## src/hw/sler_pkg.sv

```systemverilog
// constants and carrier types for the serial link error summary block
// Behaviour
// - bit 7 set when disparity count hits threshold
// - bit 6 set when table-miss count hits threshold
// - bit 5 set when stray-control count hits threshold
// - bit 3 set when any usable lane alignment failed
// - bit 2 set when any usable lane checksum bad
// - bit 1 set when any usable lane frame alignment failed
// - bit 0 set when any usable lane symbol lock failed
// - select bit 7 routes disparity to sync request
// - select bit 6 routes table miss to sync
// - select bit 5 routes stray control to sync
// - enabled mismatch latches on rise, pulls irq low
// - mismatch latch cleared by writing one or by clearing the enable
// - enable low: mismatch latch inert, no irq
// - mismatch when lane 0 config differs from local
// - mismatch irq enable resets to one
// - summary read-only, zero after reset, bit 4 reserved
// - summary address write loads irq mask bits
// - per-lane counts versus 8-bit threshold, reset ones
package sler_pkg;
  // register addresses on the control port
  localparam logic [12:0] ADDR_SUMMARY = 13'h047a;
  localparam logic [12:0] ADDR_SELECT = 13'h047b;
  localparam logic [12:0] ADDR_THRESHOLD = 13'h047c;
  // field positions
  localparam int BIT_DISPARITY = 7;
  localparam int BIT_TABLE_MISS = 6;
  localparam int BIT_STRAY_CTRL = 5;
  localparam int BIT_MISMATCH = 4;
  localparam int BIT_ALIGN = 3;
  localparam int BIT_CONFIG_MISMATCH_IRQ_ENABLE = 3;
  localparam int BIT_CHECKSUM = 2;
  localparam int BIT_FRAME = 1;
  localparam int BIT_SYMBOL = 0;
  // implemented bits of each register
  localparam logic [7:0] SUMMARY_BITS = 8'hef;
  localparam logic [7:0] SELECT_BITS = 8'he0;
  // reset values
  localparam logic [7:0] RESET_MASK = 8'h00;
  localparam logic [7:0] RESET_SELECT = 8'h00;
  localparam logic RESET_CONFIG_MISMATCH_IRQ_ENABLE = 1'b1;
  localparam logic [7:0] RESET_THRESHOLD = 8'hff;
  localparam logic [7:0] COUNT_ZERO = 8'h00;
  localparam logic [7:0] COUNT_FULL = 8'hff;
  localparam logic [7:0] COUNT_STEP = 8'h01;
  localparam logic [7:0] READ_ZERO = 8'h00;
  // lane and configuration sizes
  localparam int MAX_LANES = 8;
  localparam int CFG_BYTES = 14;
  localparam int CFG_BITS = CFG_BYTES * 8;
  // counted error classes
  localparam int CLS_DISPARITY = 0;
  localparam int CLS_TABLE_MISS = 1;
  localparam int CLS_STRAY_CTRL = 2;
  localparam int NUM_CLASSES = 3;

  // per-lane events from the lane error monitor
  typedef struct packed {
    logic [MAX_LANES-1:0] disparity_err;
    logic [MAX_LANES-1:0] table_miss_err;
    logic [MAX_LANES-1:0] stray_control_err;
    logic [MAX_LANES-1:0] align_fail;
    logic [MAX_LANES-1:0] checksum_fail;
    logic [MAX_LANES-1:0] frame_fail;
    logic [MAX_LANES-1:0] symbol_fail;
  } sler_lane_type;

  // control port request
  typedef struct packed {
    logic wr_en;
    logic rd_en;
    logic [12:0] addr;
    logic [7:0] wdata;
  } sler_req_type;

  // whole state of the block
  typedef struct packed {
    logic [7:0] irq_mask;
    logic [7:0] sync_select;
    logic config_mismatch_irq_enable;
    logic config_mismatch_latch;
    logic mismatch_prev;
    logic [7:0] error_count_threshold;
    logic [MAX_LANES-1:0][NUM_CLASSES-1:0][7:0] counts;
    logic [7:0] link_error_summary;
    logic sync_request_output;
    logic irq_n;
    logic [7:0] rd_data;
    logic rd_valid;
  } sler_state_type;
endpackage

```

## src/hw/sler_top.sv

```systemverilog
// error summary, sync request selection and mismatch interrupt logic
`timescale 1ns/100ps
module sler_top import sler_pkg::*; #(
  parameter int LANES = MAX_LANES
) (
  // clock and reset
  input wire logic core_clk,
  input wire logic sys_rst,
  // lane error monitor
  input wire sler_lane_type lane_events,
  input wire logic [MAX_LANES-1:0] lane_enable,
  input wire logic error_count_clear,
  // link configuration comparison
  input wire logic [CFG_BITS-1:0] rx_link_config,
  input wire logic [CFG_BITS-1:0] local_link_config,
  // control port
  input wire sler_req_type reg_req,
  output logic [7:0] reg_rdata,
  output logic reg_rvalid,
  // device outputs
  output logic sync_request_output,
  output logic irq_n
);
  // refuse lane counts the state cannot hold
  if (LANES < 1 || LANES > MAX_LANES) begin : g_lane_check
    $error("LANES must be between 1 and MAX_LANES");
  end

  // saturating increment of one error counter
  function automatic logic [7:0] bump(input logic [7:0] cnt, input logic ev);
    bump = (ev && cnt != COUNT_FULL) ? cnt + COUNT_STEP : cnt;
  endfunction

  // true when any usable lane shows the condition
  function automatic logic any_lane(input logic [MAX_LANES-1:0] v,
                                    input logic [MAX_LANES-1:0] en);
    any_lane = |(v & en);
  endfunction

  sler_state_type state; // registered state
  sler_state_type next_state; // next value of the state
  logic [MAX_LANES-1:0] lane_use; // enabled and present lanes
  logic [NUM_CLASSES-1:0] reached; // class count reached threshold on a lane
  logic [MAX_LANES-1:0][NUM_CLASSES-1:0] lane_ev; // events by lane and class
  logic mismatch_now; // lane 0 config differs from local settings
  logic [7:0] flags; // live summary flags

  // combinational next state
  always_comb begin
    next_state = state;
    for (int l = 0; l < MAX_LANES; l++) begin
      lane_use[l] = lane_enable[l] && (l < LANES);
      lane_ev[l][CLS_DISPARITY] = lane_events.disparity_err[l];
      lane_ev[l][CLS_TABLE_MISS] = lane_events.table_miss_err[l];
      lane_ev[l][CLS_STRAY_CTRL] = lane_events.stray_control_err[l];
    end
    // count errors per lane, saturating
    reached = '0;
    for (int l = 0; l < MAX_LANES; l++) begin
      for (int c = 0; c < NUM_CLASSES; c++) begin
        if (error_count_clear) begin
          next_state.counts[l][c] = COUNT_ZERO;
        end else begin
          next_state.counts[l][c] = bump(state.counts[l][c], lane_ev[l][c] && lane_use[l]);
        end
        if (lane_use[l] && state.counts[l][c] >= state.error_count_threshold) begin
          reached[c] = 1'b1;
        end
      end
    end
    // summary flags, live view of lane conditions
    flags = READ_ZERO;
    flags[BIT_DISPARITY] = reached[CLS_DISPARITY];
    flags[BIT_TABLE_MISS] = reached[CLS_TABLE_MISS];
    flags[BIT_STRAY_CTRL] = reached[CLS_STRAY_CTRL];
    flags[BIT_ALIGN] = any_lane(lane_events.align_fail, lane_use);
    flags[BIT_CHECKSUM] = any_lane(lane_events.checksum_fail, lane_use);
    flags[BIT_FRAME] = any_lane(lane_events.frame_fail, lane_use);
    flags[BIT_SYMBOL] = any_lane(lane_events.symbol_fail, lane_use);
    next_state.link_error_summary = flags & SUMMARY_BITS;
    // selected counted classes raise the sync request
    next_state.sync_request_output =
      (state.sync_select[BIT_DISPARITY] && reached[CLS_DISPARITY]) ||
      (state.sync_select[BIT_TABLE_MISS] && reached[CLS_TABLE_MISS]) ||
      (state.sync_select[BIT_STRAY_CTRL] && reached[CLS_STRAY_CTRL]);
    // configuration mismatch detection and latch
    mismatch_now = rx_link_config != local_link_config;
    next_state.mismatch_prev = mismatch_now;
    if (reg_req.wr_en && reg_req.addr == ADDR_SELECT && reg_req.wdata[BIT_MISMATCH]) begin
      next_state.config_mismatch_latch = 1'b0;
    end
    if (state.config_mismatch_irq_enable && mismatch_now && !state.mismatch_prev) begin
      next_state.config_mismatch_latch = 1'b1;
    end
    // register writes
    if (reg_req.wr_en) begin
      case (reg_req.addr)
        ADDR_SUMMARY: begin
          next_state.irq_mask = reg_req.wdata & SUMMARY_BITS;
        end
        ADDR_SELECT: begin
          next_state.sync_select = reg_req.wdata & SELECT_BITS;
          next_state.config_mismatch_irq_enable = reg_req.wdata[BIT_CONFIG_MISMATCH_IRQ_ENABLE];
        end
        ADDR_THRESHOLD: begin
          next_state.error_count_threshold = reg_req.wdata;
        end
        default: begin
          // unmapped writes are ignored
        end
      endcase
    end
    // a disabled latch is inert; the new enable is used so that clearing the
    // enable never leaves a stale latch visible for one cycle
    if (!next_state.config_mismatch_irq_enable) begin
      next_state.config_mismatch_latch = 1'b0;
    end
    // interrupt low while any masked flag or the latch stands
    next_state.irq_n = !(|(state.link_error_summary & state.irq_mask) ||
                         (state.config_mismatch_irq_enable && state.config_mismatch_latch));
    // register reads
    next_state.rd_valid = reg_req.rd_en;
    next_state.rd_data = READ_ZERO;
    if (reg_req.rd_en) begin
      case (reg_req.addr)
        ADDR_SUMMARY: begin
          next_state.rd_data = state.link_error_summary;
        end
        ADDR_SELECT: begin
          next_state.rd_data = state.sync_select;
          next_state.rd_data[BIT_MISMATCH] = state.config_mismatch_latch;
          next_state.rd_data[BIT_CONFIG_MISMATCH_IRQ_ENABLE] = state.config_mismatch_irq_enable;
        end
        ADDR_THRESHOLD: begin
          next_state.rd_data = state.error_count_threshold;
        end
        default: begin
          next_state.rd_data = READ_ZERO;
        end
      endcase
    end
  end

  // state register with synchronous reset
  always_ff @(posedge core_clk) begin
    if (sys_rst) begin
      state <= '0;
      state.irq_mask <= RESET_MASK;
      state.sync_select <= RESET_SELECT;
      state.config_mismatch_irq_enable <= RESET_CONFIG_MISMATCH_IRQ_ENABLE;
      state.error_count_threshold <= RESET_THRESHOLD;
      state.link_error_summary <= READ_ZERO;
      state.irq_n <= 1'b1;
    end else begin
      state <= next_state;
    end
  end

  // outputs straight from flip-flops
  assign reg_rdata = state.rd_data;
  assign reg_rvalid = state.rd_valid;
  assign sync_request_output = state.sync_request_output;
  assign irq_n = state.irq_n;
endmodule // sler_top

```

## config.mk

```make
export PLATFORM = sky130hd
export DESIGN_NAME = sler_top
export DESIGN_NICKNAME = d
export VERILOG_FILES = /design/src/hw/sler_pkg.sv /design/src/hw/sler_top.sv
export SDC_FILE = /design/constraint.sdc
export NUM_CORES = 1
export LEC_CHECK = 0
export ABC_AREA = 1
export BUFFER_PORTS_ARGS = -buffer_cell sky130_fd_sc_hd__buf_2
export CORE_UTILIZATION = 57
export DETAILED_ROUTE_END_ITERATION = 7
export GPL_ROUTABILITY_DRIVEN = 0
export PLACE_DENSITY = 0.82
export SLEW_MARGIN = 20
export SYNTH_ARGS = -nofsm -noshare
export SYNTH_HDL_FRONTEND = slang
export SYNTH_SLANG_ARGS = --single-unit
```

## constraint.sdc

```tcl
create_clock -name core_clk -period 2.35 [get_ports core_clk]
set_clock_uncertainty 0.2 [all_clocks]
set_input_delay 0.1175 -clock core_clk [delete_from_list [all_inputs] [get_ports core_clk]]
set_output_delay 0.1175 -clock core_clk [all_outputs]
set_load 0.005 [all_outputs]
```

==> flow_summary.rst <==
.. list-table::
   :header-rows: 1

   * - Metric
     - Value
   * - Mapped Nets
     - 2843
   * - Setup violators final
     - 0
   * - Number of standard-cell rows in the floorplan
     - 61
   * - Fraction of final layout cells sized beyond drive strength 1
     - 17.84%
   * - Period Utilization, post-route
     - 98.61%
   * - Initial detailed-routing violation count
     - 1614
   * - Deepest level of the CTS H-tree
     - 1
   * - Final core occ
     - 74.06%
   * - Critical R2R Launch
     - state[216]
   * - Met2 track utilization from global routing
     - 64.02%
   * - Post-synth cell types
     - 43
   * - FF-to-FF path depth
     - 12
   * - GRT met3 Usage
     - 11.41%
   * - M1 GR Usage
     - 39.37%
   * - Required time at the endpoint of the critical path
     - 2.58 ns
   * - Initial antenna violation count
     - 15
   * - Insertion delay to the later sink of the worst-skew pair
     - 0.55 ns
   * - Syn-to-layout area delta
     - 26.73%
   * - Number of max-capacitance violations reported
     - 0
   * - Final Critical Period
     - 2.317 ns
   * - Number of buffers created by CTS
     - 26
   * - Hold slack
     - -0.01236 ns
   * - Starting utilization of the core area
     - 58.44%
   * - Combinational power share
     - 13.0%
   * - Post-DRT Antenna Nets
     - 0
   * - Final-report max-slew violation count
     - 0
   * - Number of port buffers
     - 324
   * - Relative max-transition margin
     - 49.65%
   * - Pin count of the biggest net entering global routing
     - 57
   * - Number of enable-type register cells in the synthesized netlist
     - 0
   * - Detailed-router iteration count before antenna repair
     - 7
   * - Final routed DRC violation total
     - 0
   * - Prevailing post-synth register cell
     - dfxtp_1
   * - Number of warnings reported in the yosys synthesis log
     - 0
   * - Maximum fanout along the worst path
     - 9
   * - Setup total negative slack
     - 0 ns
   * - Synthesized area per cell
     - 7.096 um2
   * - Clock share of power
     - 44.0%
   * - Most frequent standard cell in the layout excluding fill and tap cells
     - nand2_1
   * - Power density over the cells
     - 447.5 nW/um2
   * - Proportion of power drawn by flip-flops and latches
     - 43.0%
   * - Clock root buffer master
     - clkbuf_16
   * - Arrival time at the worst endpoint
     - 2.55 ns
   * - Failing checks
     - hold timing
   * - Critical Path Source Type
     - flip-flop
   * - Final Hold Fails
     - 1
   * - Total of fill cells in the finished design
     - 2094
   * - Number of buffers on the longest clock path
     - 3
   * - Count of state elements after synthesis
     - 231
   * - Core Footprint
     - 28090 um2
   * - Worst hold path stage count
     - 6
   * - Min-delay worst type
     - input pin to flip-flop
   * - Worst reg2reg setup slack
     - 0.03 ns
   * - Reported leakage power
     - 0.01012 uW
   * - Part of the Yosys area used for sequential elements
     - 28.18%
   * - Ys async rst share
     - 0%
   * - Post-placement cell area
     - 18510 um2
   * - Worst VDD drop
     - 0.0005233 V
   * - Total via count after detailed routing
     - 18.17k
   * - Number of I/O pins
     - 325
   * - Worst r2r dst
     - sync_request_output
   * - Hold path startpoint
     - rx_link_config[101]
   * - Setup repair after global routing missed its margin
     - yes
   * - Maximum clock frequency
     - 431.5 MHz
   * - Critical Setup Path Class
     - flip-flop to flip-flop
   * - Syn Std Cell Area
     - 16410 um2
   * - Most used cells in the layout excluding fill and tap cells
     - nand2_1, buf_2, inv_1, a21oi_1, dfxtp_1
   * - Tot Pwr
     - 9307 uW
   * - Number of standard cells after synthesis
     - 2313
   * - Switching power of the nets
     - 2362 uW
   * - Nets
     - 3285
   * - Run status
     - finished, violations left
   * - Most used routing layer
     - met2
   * - Via-to-Cell Ratio
     - 5.739
   * - Via count of the first global-routing pass
     - 17.70k
   * - Cell total after placement
     - 2984
   * - GRT overflow
     - 0
   * - Transition time of the tightest slew-check pin
     - 0.7553 ns
   * - Clock transition at path regs
     - 0.07 ns
   * - CTS tree
     - built
   * - Final Non-Filler Cells
     - 3166
   * - Final Routed Wirelength
     - 57.64 mm
   * - Die boundary width
     - 171.7 um
   * - Post-route standard cell area excluding fillers
     - 20800 um2
   * - Power Internal
     - 6945 uW
   * - Min-Delay Endpoint
     - state[219]
   * - Sw frac
     - 25.38%
   * - Total number of clock tree sinks
     - 231
   * - GRT Util Overall
     - 37.98%
   * - Detailed placement HPWL
     - 39.46 mm
   * - Wire length of the first global-routing pass
     - 87.44 mm
   * - Vertical die dimension
     - 171.7 um
   * - Crit path capture type
     - flip-flop
   * - Area of the die
     - 29480 um2
   * - Final routed wire length divided by cell count
     - 18.21 um
==> critical path, stage by stage, from the launching register on <==
cell,delay [ns]
dfxtp_1,0.32
inv_1,0.14
buf_4,0.23
ha_1,0.28
a21oi_2,0.15
o21a_1,0.12
nand3_1,0.07
nand2_1,0.11
nand3_1,0.14
nor2_2,0.16
nand2_1,0.09
nand2_1,0.09
nand3_1,0.09
==> sequential cells by signal, summed over array words and instances (netlist names) <==
signal	flops
reg_rdata	8
irq_n	1
sync_request_output	1
reg_rvalid	1
state	220
==> worst max path at each step <==
stage	startpoint	slack [ns]	to
global route	state[216]	-0.05	sync_request_output
finish	state[216]	0.03	sync_request_output
CTS	reg_req[10]	0.03	reg_rdata[0]
detailed placement	state[216]	0.14	sync_request_output
floorplan	state[216]	0.20	sync_request_output
global placement	state[216]	0.18	sync_request_output
==> Yosys cell counts (11+ instances only) <==
library cell  number  area [um2]
inv_2             12       45.04
o21a_1            21       157.7
o21ba_2           12       120.1
dfxtp_1          231        4624
xor2_1            32       280.3
o21ai_0          164       820.8
buf_2             19       95.09
nor4_1            14       87.58
xnor2_1           75       656.9
nand3_1          114       570.6
and3_1            13       81.33
or2_2             12       75.07
a21oi_1          251        1256
nor2_1           178       668.1
nor3_1            17       85.08
clkbuf_1          15       56.30
inv_1            306        1149
nand2_1          471        1768
ha_1             216        2703
nand4_1           48       300.3
nand3_2           11       110.1
buf_4             12       90.09
==> per-layer routing <==
metal	routed length, um	vias to the layer above	share of wire, %
met1	20180	8161	35
met3	5725	360	9.9
met2	26760	1046	46
met4	4944	4	8.6
met5	23	-	0.040
li1	-	8600	-
==> power by group through the flow <==
stage | combinational [uW] | clock, uW | sequential (uW)
finish | 1210 | 4090 | 4000
global route | 1300 | 4260 | 4000
global placement | 924 | 0 | 4080
floorplan | 499 | 0 | 4070
detailed placement | 954 | 0 | 4080
CTS | 1120 | 4100 | 3990
==> through the flow <==
step                hold WS [ns]  setup WS, ns
floorplan                0.05589        0.2036
global placement          0.1898        0.1791
detailed placement        0.1947        0.1437
CTS                    0.0002151       0.02759
global route             0.03744      -0.04761
finish                  -0.01236       0.03258
==> repair_timing <==
action | in CTS | in global routing
endpoints found under the hold margin | 212 | 0
setup endpoints to repair | 0 | 23
resized for setup | 0 | 51
hold buffers | 120 | 0
setup buffers | 0 | 4
==> logic make-up (layout without fill, tap and decap cells) <==
group | count (synthesis) | in the layout | share of synthesized area, %
AND/OR/NAND/NOR | 897 | 897 | 24.00
AO/OA/AOI/OAI | 489 | 489 | 16.34
buffers and inverters | 373 | 835 | 9.315
flip-flops | 231 | 231 | 28.18
adder cells (fa/ha/maj) | 216 | 216 | 16.47
XOR/XNOR | 107 | 107 | 5.710
other | 0 | 13 | 0
==> cell type report <==
cell class	count	area, um2	share of cell area [%]
Sequential cell	231	4632	22.27
Clock inverter	8	67.56	0.3248
Clock buffer	40	784.5	3.772
Antenna cell	13	32.53	0.1564
Timing Repair Buffer	469	3182	15.30
Inverter	318	1194	5.739
Tap cell	378	473.0	2.274
Multi-Input combinational cell	1709	10440	50.17
No activity file was read; power rests on OpenSTA's default activity.
